$ cat config.mk
export PLATFORM = sky130hd
export DESIGN_NAME = irq_and_wake_control
export DESIGN_NICKNAME = d
export VERILOG_FILES = /design/src/irq_wake_pkg.sv /design/src/irq_and_wake_control.sv
export SDC_FILE = /design/constraint.sdc
export NUM_CORES = 1
export LEC_CHECK = 0
export ABC_AREA = 1
export BUFFER_PORTS_ARGS = -buffer_cell sky130_fd_sc_hd__buf_2
export CAP_MARGIN = 30
export CORE_MARGIN = 2
export CORE_UTILIZATION = 40
export CTS_BUF_LIST = sky130_fd_sc_hd__clkbuf_8
export CTS_CLUSTER_DIAMETER = 50
export DETAILED_ROUTE_END_ITERATION = 7
export GPL_TIMING_DRIVEN = 0
export MAX_ROUTING_LAYER = met4
export PLACE_DENSITY = 0.71
export SLEW_MARGIN = 20
export SYNTH_ARGS = -nofsm -noshare
export SYNTH_HDL_FRONTEND = slang
export SYNTH_SLANG_ARGS = --single-unit
$ cat constraint.sdc
create_clock -name i_clock -period 3.2 [get_ports i_clock]
set_clock_uncertainty 0.1 [all_clocks]
set_input_delay 0.32 -clock i_clock [delete_from_list [all_inputs] [get_ports i_clock]]
set_output_delay 0.32 -clock i_clock [all_outputs]
set_load 0.01 [all_outputs]
$ cat src/irq_wake_pkg.sv
package irq_wake_pkg;
    localparam int CLOCK_NS = 10;
    localparam int CLOCK_HZ = 100_000_000;

    // Register offsets
    localparam logic [15:0] REG_ISO_DONE = 16'h0130;
    localparam logic [15:0] REG_INT_DONE = 16'h0140;
    localparam logic [15:0] REG_ATL_DONE = 16'h0150;
    localparam logic [15:0] REG_HW_MODE = 16'h0300;
    localparam logic [15:0] REG_STATUS = 16'h0310;
    localparam logic [15:0] REG_ENABLE = 16'h0314;
    localparam logic [15:0] REG_ISO_OR = 16'h0318;
    localparam logic [15:0] REG_INT_OR = 16'h031c;
    localparam logic [15:0] REG_ATL_OR = 16'h0320;
    localparam logic [15:0] REG_ISO_AND = 16'h0324;
    localparam logic [15:0] REG_INT_AND = 16'h0328;
    localparam logic [15:0] REG_ATL_AND = 16'h032c;
    localparam logic [15:0] REG_ATL_TIMEOUT = 16'h0338;
    localparam logic [15:0] REG_EDGE_COUNT = 16'h0340;
    localparam logic [15:0] REG_POWER_DOWN = 16'h0354;

    // Reset values
    localparam logic [31:0] HW_MODE_RESET = 32'h0000_0100;
    localparam logic [31:0] EDGE_COUNT_RESET = 32'h0000_000f;
    localparam logic [31:0] POWER_DOWN_RESET = 32'h03e8_1ba0;

    // Field positions
    localparam int GLOBAL_BIT = 0;
    localparam int TRIGGER_BIT = 1;
    localparam int POLARITY_BIT = 2;
    localparam int PULSE_LSB = 0;
    localparam int GAP_LSB = 24;
    localparam int CLOCKOFF_LSB = 16;
    localparam int ST_CLOCKS_READY = 6;
    localparam int ST_INT_DONE = 7;
    localparam int ST_ATL_DONE = 8;
    localparam int ST_ISO_DONE = 9;

    // Timing
    localparam int PULSE_DEFAULT_NS = 500;
    localparam int PULSE_UNIT_CYCLES = PULSE_DEFAULT_NS / ((EDGE_COUNT_RESET[15:0] + 1) * CLOCK_NS);
    localparam int GAP_UNIT_NS = 1000;
    localparam int GAP_UNIT_CYCLES = GAP_UNIT_NS / CLOCK_NS;
    localparam int SLOW_CLOCK_HZ = 100_000;
    localparam int SLOW_TICK_CYCLES = CLOCK_HZ / SLOW_CLOCK_HZ;
    localparam int CLOCK_RESTART_NS = 10_000;
    localparam int CLOCK_RESTART_CYCLES = CLOCK_RESTART_NS / CLOCK_NS;

    typedef struct packed {
        logic [15:0] address;
        logic [31:0] write_data;
        logic write;
        logic read;
    } reg_req_t;

    typedef struct packed {
        logic [31:0] iso;
        logic [31:0] intr;
        logic [31:0] async_transfer_list;
    } done_maps_t;

    typedef enum {PWR_AWAKE, PWR_SUSPEND, PWR_RESTART, PWR_RESUME} power_state_t;
    typedef enum {IRQ_IDLE, IRQ_ACTIVE, IRQ_GAP} irq_state_t;
endpackage : irq_wake_pkg

$ cat src/irq_and_wake_control.sv
// Our own choices: the address map and the address-and-strobe port.
`timescale 1ns/1ps
// Summary of operation
// - Request output asserts only while global interrupt enable is set.
// - Trigger mode bit selects level or pulse signalling.
// - Polarity bit selects active low or high; processor must match.
// - After reset the request is level and active low.
// - Edge pulse width comes from low sixteen bits of edge count.
// - Unprogrammed pulse width is about 500 ns.
// - Top byte of edge count sets minimum spacing; zero means none.
// - Writing one clears a status bit; zero leaves it.
// - Disabled events still set status but raise no request.
// - Request needs global enable and matching individual enable.
// - Level request holds until all enabled set bits are cleared.
// - A started pulse runs full length despite clearing writes.
// - Request logic keeps running while main clocks are stopped.
// - Done bit with its OR mask bit raises that category's request.
// - Otherwise all AND-masked done bits must be set to raise.
// - Bulk time-out holds async completion requests to its interval.
// - Suspend stops main clocks; a slow 100 kHz tick keeps running.
// - Connect change, chip select or low wake pin starts a resume.
// - Wake pin driven low when awake, released in suspend.
// - Resume holds clock-off count; run bit keeps awake, else suspend.
// - Clocks ready event raised after restart; software waits for it.
module irq_and_wake_control (
    input wire logic i_clock,
    input wire logic i_rstn,
    input wire irq_wake_pkg::reg_req_t i_bus,
    output logic [31:0] o_read_data,
    input wire logic [31:0] i_events,
    input wire irq_wake_pkg::done_maps_t i_done,
    input wire logic i_port_change,
    input wire logic i_chip_select,
    input wire logic i_run_stop,
    input wire logic i_suspend_request,
    input wire logic i_wake_pin,
    output logic o_wake_pin,
    output logic o_wake_pin_oe,
    output logic o_main_clocks_on,
    output logic o_irq
);
    // ----------------------------------------
    // Registers
    // ----------------------------------------
    logic [31:0] hw_mode, edge_count, power_down, enable, status, atl_timeout;
    logic [31:0] or_mask [3];
    logic [31:0] and_mask [3];
    logic [31:0] done_map [3];
    logic wr_status;
    logic [31:0] set_vec;

    assign wr_status = i_bus.write && i_bus.address == irq_wake_pkg::REG_STATUS;

    always_ff @(posedge i_clock) begin
        if (!i_rstn) begin
            hw_mode <= irq_wake_pkg::HW_MODE_RESET;
            edge_count <= irq_wake_pkg::EDGE_COUNT_RESET;
            power_down <= irq_wake_pkg::POWER_DOWN_RESET;
            enable <= 32'h0000_0000;
            atl_timeout <= 32'h0000_0000;
            or_mask <= '{default: 32'h0000_0000};
            and_mask <= '{default: 32'h0000_0000};
        end else if (i_bus.write) begin
            unique case (i_bus.address)
                irq_wake_pkg::REG_HW_MODE: hw_mode <= i_bus.write_data;
                irq_wake_pkg::REG_EDGE_COUNT: edge_count <= i_bus.write_data;
                irq_wake_pkg::REG_POWER_DOWN: power_down <= i_bus.write_data;
                irq_wake_pkg::REG_ENABLE: enable <= i_bus.write_data;
                irq_wake_pkg::REG_ATL_TIMEOUT: atl_timeout <= i_bus.write_data;
                irq_wake_pkg::REG_ISO_OR: or_mask[0] <= i_bus.write_data;
                irq_wake_pkg::REG_INT_OR: or_mask[1] <= i_bus.write_data;
                irq_wake_pkg::REG_ATL_OR: or_mask[2] <= i_bus.write_data;
                irq_wake_pkg::REG_ISO_AND: and_mask[0] <= i_bus.write_data;
                irq_wake_pkg::REG_INT_AND: and_mask[1] <= i_bus.write_data;
                irq_wake_pkg::REG_ATL_AND: and_mask[2] <= i_bus.write_data;
                default: ;
            endcase
        end
    end

    // Set beats clear so an event landing on the clearing write is kept
    always_ff @(posedge i_clock) begin
        if (!i_rstn) begin
            status <= 32'h0000_0000;
        end else begin
            status <= (status & ~(wr_status ? i_bus.write_data : 32'h0000_0000)) | set_vec;
        end
    end

    always_ff @(posedge i_clock) begin
        if (!i_rstn) begin
            o_read_data <= 32'h0000_0000;
        end else if (i_bus.read) begin
            unique case (i_bus.address)
                irq_wake_pkg::REG_ISO_DONE: o_read_data <= done_map[0];
                irq_wake_pkg::REG_INT_DONE: o_read_data <= done_map[1];
                irq_wake_pkg::REG_ATL_DONE: o_read_data <= done_map[2];
                irq_wake_pkg::REG_HW_MODE: o_read_data <= hw_mode;
                irq_wake_pkg::REG_STATUS: o_read_data <= status;
                irq_wake_pkg::REG_ENABLE: o_read_data <= enable;
                irq_wake_pkg::REG_ISO_OR: o_read_data <= or_mask[0];
                irq_wake_pkg::REG_INT_OR: o_read_data <= or_mask[1];
                irq_wake_pkg::REG_ATL_OR: o_read_data <= or_mask[2];
                irq_wake_pkg::REG_ISO_AND: o_read_data <= and_mask[0];
                irq_wake_pkg::REG_INT_AND: o_read_data <= and_mask[1];
                irq_wake_pkg::REG_ATL_AND: o_read_data <= and_mask[2];
                irq_wake_pkg::REG_ATL_TIMEOUT: o_read_data <= atl_timeout;
                irq_wake_pkg::REG_EDGE_COUNT: o_read_data <= edge_count;
                irq_wake_pkg::REG_POWER_DOWN: o_read_data <= power_down;
                default: o_read_data <= 32'h0000_0000;
            endcase
        end else begin
            o_read_data <= 32'h0000_0000;
        end
    end

    // ----------------------------------------
    // Done map masking
    // ----------------------------------------
    logic [2:0] cat_cond, cat_prev, cat_rise;
    logic slow_tick, atl_fire, atl_held;
    logic [9:0] slow_div;
    logic [15:0] atl_timer;
    logic clocks_ready_event;

    always_comb begin
        done_map[0] = i_done.iso;
        done_map[1] = i_done.intr;
        done_map[2] = i_done.async_transfer_list;
    end

    for (genvar c = 0; c < 3; c++) begin : g_cat
        // OR hit wins outright; AND needs the whole selected group done
        assign cat_cond[c] = (|(done_map[c] & or_mask[c]))
            || (and_mask[c] != 32'h0000_0000 && (done_map[c] & and_mask[c]) == and_mask[c]);
    end

    assign cat_rise = cat_cond & ~cat_prev;

    always_ff @(posedge i_clock) begin
        if (!i_rstn) begin
            cat_prev <= 3'h0;
        end else begin
            cat_prev <= cat_cond;
        end
    end

    // Free-running slow tick; never gated, so wake logic sees it in suspend
    always_ff @(posedge i_clock) begin
        if (!i_rstn) begin
            slow_div <= 10'h000;
        end else if (slow_tick) begin
            slow_div <= 10'h000;
        end else begin
            slow_div <= slow_div + 10'h001;
        end
    end
    assign slow_tick = slow_div == 10'(irq_wake_pkg::SLOW_TICK_CYCLES - 1);

    always_ff @(posedge i_clock) begin
        if (!i_rstn) begin
            atl_timer <= 16'h0000;
        end else if (atl_timeout[15:0] == 16'h0000 || atl_fire) begin
            atl_timer <= 16'h0000;
        end else if (slow_tick) begin
            atl_timer <= atl_timer + 16'h0001;
        end
    end
    assign atl_fire = slow_tick && atl_timeout[15:0] != 16'h0000
        && atl_timer == atl_timeout[15:0] - 16'h0001;

    always_ff @(posedge i_clock) begin
        if (!i_rstn) begin
            atl_held <= 1'b0;
        end else if (atl_fire) begin
            atl_held <= 1'b0;
        end else if (cat_rise[2] && atl_timeout[15:0] != 16'h0000) begin
            atl_held <= 1'b1;
        end
    end

    always_comb begin
        set_vec = i_events;
        set_vec[irq_wake_pkg::ST_ISO_DONE] = i_events[irq_wake_pkg::ST_ISO_DONE] | cat_rise[0];
        set_vec[irq_wake_pkg::ST_INT_DONE] = i_events[irq_wake_pkg::ST_INT_DONE] | cat_rise[1];
        set_vec[irq_wake_pkg::ST_ATL_DONE] = i_events[irq_wake_pkg::ST_ATL_DONE]
            | (atl_timeout[15:0] == 16'h0000 ? cat_rise[2] : (atl_fire && (atl_held || cat_rise[2])));
        set_vec[irq_wake_pkg::ST_CLOCKS_READY] = i_events[irq_wake_pkg::ST_CLOCKS_READY] | clocks_ready_event;
    end

    // ----------------------------------------
    // Request output
    // ----------------------------------------
    irq_wake_pkg::irq_state_t irq_state;
    logic [17:0] irq_count, pulse_cycles, gap_cycles;
    logic irq_edge, edge_req, pending, global_on, irq_active;

    assign global_on = hw_mode[irq_wake_pkg::GLOBAL_BIT];
    assign pending = |(status & enable);
    assign pulse_cycles = 18'(({2'b00, edge_count[irq_wake_pkg::PULSE_LSB +: 16]} + 18'h00001)
        * 18'(irq_wake_pkg::PULSE_UNIT_CYCLES));
    assign gap_cycles = 18'(edge_count[irq_wake_pkg::GAP_LSB +: 8]) * 18'(irq_wake_pkg::GAP_UNIT_CYCLES);

    // New enabled events collapse into one waiting flag
    always_ff @(posedge i_clock) begin
        if (!i_rstn) begin
            edge_req <= 1'b0;
        end else if (|(set_vec & enable) && hw_mode[irq_wake_pkg::TRIGGER_BIT]) begin
            edge_req <= 1'b1;
        end else if (irq_state == irq_wake_pkg::IRQ_IDLE && global_on) begin
            edge_req <= 1'b0;
        end
    end

    always_ff @(posedge i_clock) begin
        if (!i_rstn) begin
            irq_state <= irq_wake_pkg::IRQ_IDLE;
            irq_count <= 18'h00000;
            irq_edge <= 1'b0;
        end else begin
            unique case (irq_state)
                irq_wake_pkg::IRQ_IDLE: begin
                    irq_edge <= hw_mode[irq_wake_pkg::TRIGGER_BIT];
                    irq_count <= pulse_cycles - 18'h00001;
                    if (global_on && (hw_mode[irq_wake_pkg::TRIGGER_BIT] ? edge_req : pending)) begin
                        irq_state <= irq_wake_pkg::IRQ_ACTIVE;
                    end
                end
                irq_wake_pkg::IRQ_ACTIVE: begin
                    // Pulse ignores status writes; level drops when pending clears, global enable goes off or trigger mode is set
                    if (irq_edge ? irq_count == 18'h00000
                        : !(global_on && pending && !hw_mode[irq_wake_pkg::TRIGGER_BIT])) begin
                        irq_state <= gap_cycles == 18'h00000
                            ? irq_wake_pkg::IRQ_IDLE : irq_wake_pkg::IRQ_GAP;
                        irq_count <= gap_cycles - 18'h00001;
                    end else if (irq_edge) begin
                        irq_count <= irq_count - 18'h00001;
                    end
                end
                irq_wake_pkg::IRQ_GAP: begin
                    // Events here only hold edge_req, so they merge into one request
                    if (irq_count == 18'h00000) begin
                        irq_state <= irq_wake_pkg::IRQ_IDLE;
                    end else begin
                        irq_count <= irq_count - 18'h00001;
                    end
                end
            endcase
        end
    end

    assign irq_active = irq_state == irq_wake_pkg::IRQ_ACTIVE && global_on;
    assign o_irq = irq_active ^ ~hw_mode[irq_wake_pkg::POLARITY_BIT];

    // ----------------------------------------
    // Suspend and wake
    // ----------------------------------------
    irq_wake_pkg::power_state_t pwr_state;
    logic [15:0] pwr_count;

    always_ff @(posedge i_clock) begin
        if (!i_rstn) begin
            pwr_state <= irq_wake_pkg::PWR_AWAKE;
            pwr_count <= 16'h0000;
            clocks_ready_event <= 1'b0;
        end else begin
            clocks_ready_event <= 1'b0;
            unique case (pwr_state)
                irq_wake_pkg::PWR_AWAKE: begin
                    if (i_suspend_request) begin
                        pwr_state <= irq_wake_pkg::PWR_SUSPEND;
                    end
                end
                irq_wake_pkg::PWR_SUSPEND: begin
                    // Restart count stands in for the main clocks settling
                    pwr_count <= 16'(irq_wake_pkg::CLOCK_RESTART_CYCLES - 1);
                    if (i_port_change || i_chip_select || !i_wake_pin) begin
                        pwr_state <= irq_wake_pkg::PWR_RESTART;
                    end
                end
                irq_wake_pkg::PWR_RESTART: begin
                    if (pwr_count == 16'h0000) begin
                        pwr_state <= irq_wake_pkg::PWR_RESUME;
                        clocks_ready_event <= 1'b1;
                        pwr_count <= power_down[irq_wake_pkg::CLOCKOFF_LSB +: 16];
                    end else begin
                        pwr_count <= pwr_count - 16'h0001;
                    end
                end
                irq_wake_pkg::PWR_RESUME: begin
                    // Clock-off count is in slow ticks, so resume lasts count plus one ticks
                    if (i_run_stop) begin
                        pwr_state <= irq_wake_pkg::PWR_AWAKE;
                    end else if (slow_tick) begin
                        if (pwr_count == 16'h0000) begin
                            pwr_state <= irq_wake_pkg::PWR_SUSPEND;
                        end else begin
                            pwr_count <= pwr_count - 16'h0001;
                        end
                    end
                end
            endcase
        end
    end

    // Request logic sits on the always-on clock, so it works in suspend
    assign o_main_clocks_on = pwr_state == irq_wake_pkg::PWR_AWAKE
        || pwr_state == irq_wake_pkg::PWR_RESUME;
    assign o_wake_pin = 1'b0;
    assign o_wake_pin_oe = pwr_state != irq_wake_pkg::PWR_SUSPEND;
endmodule : irq_and_wake_control

-- Word-level counts from Yosys, hierarchy flattened
Index checks and enable logic that the tools add are counted.
- add/subtract/negate cells: 8
- $mul: 2
- equality and inequality tests: 41
- muxes and demuxes: 29
- bitwise operators: 20
- reductions and logical operators: 64
- operators with widths (cell ; number):
    one-hot mux 32 bit (15 select lines) ; 1
    two-way mux 32 bit ; 10
    bitwise AND 32 bit ; 9
    equality test 16 x 10 -> 1 bit (second input constant) ; 12
    OR reduction 32 bit ; 5
    equality test 32 x 2 -> 1 bit (second input constant) ; 4
    zero test 32 bit ; 4
    one-hot mux 32 bit (4 select lines) ; 1
    equality test 32 bit ; 3
    one-hot mux 32 bit (3 select lines) ; 1
    nonzero test 32 bit ; 3
    equality test 32 x 1 -> 1 bit (second input constant) ; 2
    two-way mux 16 bit ; 4
    two-way mux 18 bit ; 3
    one-hot mux 18 bit (3 select lines) ; 1
    equality test 16 x 9 -> 1 bit (second input constant) ; 3
    one-hot mux 16 bit (3 select lines) ; 1
    zero test 18 bit ; 2
    subtractor 18 x 1 -> 18 bit (second input constant) ; 2
    equality test 32 x 3 -> 1 bit (second input constant) ; 1
    zero test 16 bit ; 2
    inequality test 32 x 2 -> 1 bit (second input constant) ; 1
    inverter 32 bit ; 1
    bitwise OR 32 bit ; 1
    other kinds (29) ; 87
- register bits after elaboration: 547
- input port bits: 185
- output and inout port bits: 36
- word-level logic and storage cells: 188

-- Longest topological paths before layout
- depth in word-level cells: 13
- gate-level depth with buffers: 24
- gate-level depth less buffers: 24

-- Least setup slack after synthesis
Ideal clock, no wire load.
- path type: reg2reg
- from: reg edge_count[0]
- to: reg irq_count[17]
- setup time: 0.070 ns
- arrival time: 3.206 ns
- data required time: 3.030 ns
- setup slack: -0.176 ns
- stages on the path, launching flop included: 22
- clock period less this slack: 3.376 ns
- cells stage by stage: dfxtp_1 ha_1 nand2_1 nor2_1 nand3_1 nor3_1 inv_1 nor4_1 nand3_1 xor2_1 ha_1 inv_1 ha_1 a21oi_1 nor2_1 a211oi_1 nand2_1 xnor2_1 nand2_1 nand2_1 inv_1 a21oi_1
- cells in the longest elaborated chain, start to end: 4
- ends and longest elaborated chain (item ; line ; source):
    start, declared ; irq_and_wake_control.sv:45 ; logic [31:0] hw_mode, edge_count, power_down, enable, status, atl_timeout;
    start signal, assigned ; irq_and_wake_control.sv:57 ; edge_count <= irq_wake_pkg::EDGE_COUNT_RESET;
    start signal, assigned ; irq_and_wake_control.sv:66 ; irq_wake_pkg::REG_EDGE_COUNT: edge_count <= i_bus.write_data;
    adder 16 x 1 -> 17 bit ; irq_and_wake_control.sv:200 ; assign pulse_cycles = 18'(({2'b00, edge_count[irq_wake_pkg::PULSE_LSB +: 16]} + 18'h00001)
    multiplier 17 x 2 -> 18 bit ; irq_and_wake_control.sv:201 ; * 18'(irq_wake_pkg::PULSE_UNIT_CYCLES));
    subtractor 18 x 1 -> 18 bit ; irq_and_wake_control.sv:224 ; irq_count <= pulse_cycles - 18'h00001;
    one-hot mux 18 bit (3 select lines) ; irq_and_wake_control.sv:221 ; unique case (irq_state)
    end signal, assigned ; irq_and_wake_control.sv:224 ;
    end signal, assigned ; irq_and_wake_control.sv:235 ; irq_count <= gap_cycles - 18'h00001;
    end signal, assigned ; irq_and_wake_control.sv:237 ; irq_count <= irq_count - 18'h00001;
    end, declared ; irq_and_wake_control.sv:195 ; logic [17:0] irq_count, pulse_cycles, gap_cycles;
Every way passes these cells.
A chain may end at the register's enable or synchronous reset.

-- Final worst setup path
- from: reg edge_count[25]
- to: reg irq_count[15]
- cells in the longest elaborated chain, start to end: 4
- ends and longest elaborated chain (item ; line ; source):
    multiplier 8 x 5 -> 13 bit ; irq_and_wake_control.sv:202 ; assign gap_cycles = 18'(edge_count[irq_wake_pkg::GAP_LSB +: 8]) * 18'(irq_wake_pkg::GAP_UNIT_CYCLES);
    subtractor 15 x 1 -> 16 bit ; irq_and_wake_control.sv:235 ;
    two-way mux 18 bit ; irq_and_wake_control.sv:231 ; if (irq_edge ? irq_count == 18'h00000
    one-hot mux 18 bit (3 select lines) ; irq_and_wake_control.sv:221 ;
Every way passes these cells.

==> flow_metrics.tcl <==
set metrics [dict create \
    critPathTopFamily "adder cells" \
    tritoncts "yes" \
    drtPass1Iterations 8 \
    syn-instance-count 3769 \
    coreArea_um2 65860 \
    slew_headroom 0.2277 \
    io-pin-count 221 \
    clock-sinks 487 \
    start_kind "register" \
    placed_area_um2 28940 \
    ff_latch_area_um2 9777 \
    async_flop_share 0 \
    cts_buffer_depth 3 \
    finalWirelength_um 147000 \
    drtAntennaViolNets 0 \
    grt_antenna_before_repair 8 \
    initial_core_util 0.4041 \
    portBuffers 218 \
    fmax_mhz 287.7 \
    drcViolationCount 0 \
    period_share 1.086 \
    worstPathMaxFanout 5 \
    worstPathRequired_ps 3770 \
    p_leak_nw 13.72 \
    syn_avg_cell_area_um2 7.062 \
    stdcell_count 5167 \
    synth_top_family_by_area "compound AO/OA/AOI/OAI gates" \
    worstPathArrival_ps 4050 \
    gp_congestion 1.113 \
    grt_pass1_wl_um 201900 \
    worstHoldPathType "input port to register" \
    p_per_area_nw_per_um2 456.3 \
    post-route-min-period_ps 3475 \
    hpwl_um 115000 \
    synth_compound_area_frac 0.2574 \
    ys_warn_count 0 \
    wire_per_inst_um 28.45 \
    syn_area_um2 26620 \
    fill_cells 6542 \
    endpoint_kind "register" \
    dieArea_um2 68620 \
    via_per_inst 5.999 \
    path_depth 21 \
    synth_seq_area_share 0.3663 \
    reg.largest.list "and_mask: 96 flops, or_mask: 96 flops" \
    clock_latency_ps 740 \
    synth_fa_ha_area_frac 0.03892 \
    timing.setup.tns_ps -2012 \
    grt_pass1_vias 28403 \
    slowest_stage "fa_1" \
    drive_gt1_frac 0.1676 \
    grt.total_usage 0.4274 \
    clkTransAtPathRegs_ps 60 \
    synthFlopType "dfxtp_1" \
    tightest_slew_ps 1158 \
    syn_to_final_growth_pct 23.87 \
    synthMuxAreaShare 0 \
    final_area_um2 32970 \
    rsz0062_at_grt "yes" \
    hold_depth 5 \
    cp_slowest_stage_delay_ps 490 \
    syn_nets 4035 \
    die-height_um 262.0 \
    worst_slack_ps -275.3 \
    cp_cell_sequence "clkinvlp_4 -> ha_4 -> ha_4 -> fa_1 -> ha_4 -> nand3_4 -> nand3_4 -> xor2_2 -> inv_2 -> nor2_4 -> nand2_2 -> nor2_2 -> nand4_1 -> nand2_1 -> buf_4 -> nand2_2 -> nand2_1 -> nand2_1 -> nand3_2 -> nand2_1 -> inv_1" \
    vias 30997 \
    cts_buffers 91 \
    hold_viol 0 \
    final_nets 4494 \
    synth-edff-count 0 \
    cp_common_cell "nand2_1" \
    synth_simple_gate_area_share 0.1819 \
    rows 94 \
    ir_worst_vdd_uv 335.1 \
    multiInputGateArea_um2 14320 \
    cp_num_buf_inv 4 \
    cts_root_buf "clkbuf_8" \
    setup_viol 10 \
    dpl.cell_count 4855 \
    ys_seq_elements 487 \
    status "finished with violations" \
    slew_violations 0 \
    path_class "register to register" \
    r2r_cells 21 \
    maxCapViolations 0 \
    grt_overflow_total 0 \
    htree_levels 3 \
    drt_iter0_markers 4653 \
    grt_max_degree 14 \
    ys_types 65 \
    violations "negative setup slack" \
    synthXorXnorAreaFrac 0.03027 \
    die_x_um 262.0 \
]
## report_power, final
part           total (mW)  internal [mW]  leakage [nW]  switching (mW)
Combinational        2.09          0.676          8.71            1.42
Clock                6.62           3.59          1.07            3.03
Sequential           6.33           6.20          3.94           0.126
Total                15.0           10.5          13.7            4.57
## per-layer routing
| layer | share of wire | up-vias | GRT usage | routed length (µm) |
|---|---|---|---|---|
| met5 | 0 | - | - | 0 |
| met4 | 0.073 | 0 | 0.2575 | 10790 |
| met3 | 0.13 | 455 | 0.1236 | 18910 |
| met2 | 0.41 | 2309 | 0.6047 | 60230 |
| met1 | 0.39 | 14587 | 0.5361 | 57060 |
| li1 | - | 13646 | - | - |
## kinds of logic after synthesis
kind of cell / Yosys count
other: 1
adders and majority gates: 81
buffers and inverters: 845
and+or+nand+nor: 1074
AOI/OAI and AO/OA: 1189
xor gates and xnor gates: 92
DFF: 487
## path summary, 6_finish.rpt
kind	from	to	slack, ps
worst max-delay path	edge_count[25]$_SDFFE_PN0P_	irq_count[15]$_SDFFE_PN0P_	-280
worst min-delay path	i_events[8]	status[8]$_SDFF_PN0_	20
worst max register to register	edge_count[25]$_SDFFE_PN0P_	irq_count[15]$_SDFFE_PN0P_	-280
worst min register to register	hw_mode[12]$_SDFFE_PN0P_	hw_mode[12]$_SDFFE_PN0P_	370
## what timing repair did
item / CTS / global route
endpoints found under the hold margin: 72 / 0
setup endpoints to repair: 11 / 24
resized for setup: 98 / 67
hold buffers: 94 / 0
setup buffers: 35 / 13
pin swaps: 48 / 57
## layout make-up
type,instances,area share
tap,864,0.03279
antenna,7,0.0005313
timing repair buffer,366,0.07533
buffer,179,0.02516
sequential,487,0.2965
clock inverter,49,0.01207
multi-input combinational,2437,0.4344
clock buffer,112,0.04675
inverter,666,0.07639
## layout by cell type (no fill, tap or decap), types with 54 or more instances in the layout
cell	n
a211oi_1	79
a21oi_1	387
buf_2	273
buf_4	61
clkbuf_1	98
clkbuf_8	112
dfxtp_1	477
dlygate4sd3_1	94
ha_1	54
inv_1	626
nand2_1	402
nand3_1	99
nand4_1	58
nor2_1	324
o21ai_0	323
o22ai_1	237
xor2_1	56
## worst register-to-register path, stage by stage (launching register included)
cell and delay (ps):
dfxtp_2 350, clkinvlp_4 150, ha_4 280, ha_4 160, fa_1 490, ha_4 400, nand3_4 110, nand3_4 90
xor2_2 180, inv_2 80, nor2_4 120, nand2_2 60, nor2_2 100, nand4_1 180, nand2_1 150, buf_4 120
nand2_2 30, nand2_1 60, nand2_1 60, nand3_2 80, nand2_1 40, inv_1 40
## stage by stage
stage,util,power [mW],setup WS (ps),hold slack (ps)
final,0.5006,15.04,-275.3,18.95
after global routing,0.5006,15.43,-441.4,67.17
after CTS,0.4937,14.89,-385.4,6.986
after detailed placement,0.4394,8.326,-787.2,356.4
after global placement,0.4386,8.302,-765.4,332.9
after floorplan,-,7.572,2.630,317.6
## Yosys cell counts, types with 3 or more instances
cell type | instances | area (µm²)
or2_2 | 6 | 37.54
nor4_1 | 44 | 275.3
xor2_1 | 67 | 586.8
a31oi_1 | 17 | 106.4
nand3b_1 | 6 | 45.04
a211oi_2 | 7 | 87.58
o211ai_1 | 20 | 150.1
nor3b_1 | 6 | 45.04
xnor2_1 | 25 | 219.0
a221oi_1 | 18 | 157.7
buf_2 | 55 | 275.3
ha_1 | 78 | 975.9
nand2_2 | 7 | 43.79
a21oi_2 | 4 | 35.03
nor3_2 | 7 | 70.07
o21ai_0 | 337 | 1687
nor3_1 | 38 | 190.2
o22ai_1 | 237 | 1483
inv_1 | 625 | 2346
nand2_1 | 417 | 1565
o21ai_1 | 19 | 95.09
buf_6 | 3 | 33.78
a22oi_1 | 3 | 22.52
a2111oi_0 | 8 | 70.07
buf_4 | 17 | 127.6
nor3_4 | 4 | 65.06
o2111ai_1 | 5 | 43.79
nand3_2 | 4 | 40.04
nand3_1 | 112 | 560.5
nand4_1 | 58 | 362.9
nor2_4 | 9 | 101.4
a21oi_1 | 401 | 2007
a21boi_0 | 3 | 22.52
clkinv_1 | 16 | 60.06
o221ai_1 | 12 | 105.1
a22o_1 | 3 | 26.28
clkbuf_1 | 100 | 375.4
buf_1 | 4 | 15.01
inv_2 | 24 | 90.09
fa_1 | 3 | 60.06
nor2_2 | 15 | 93.84
a211oi_1 | 80 | 600.6
dfxtp_1 | 487 | 9749
nor2_1 | 333 | 1250
No activity file was read; power rests on OpenSTA's default activity.
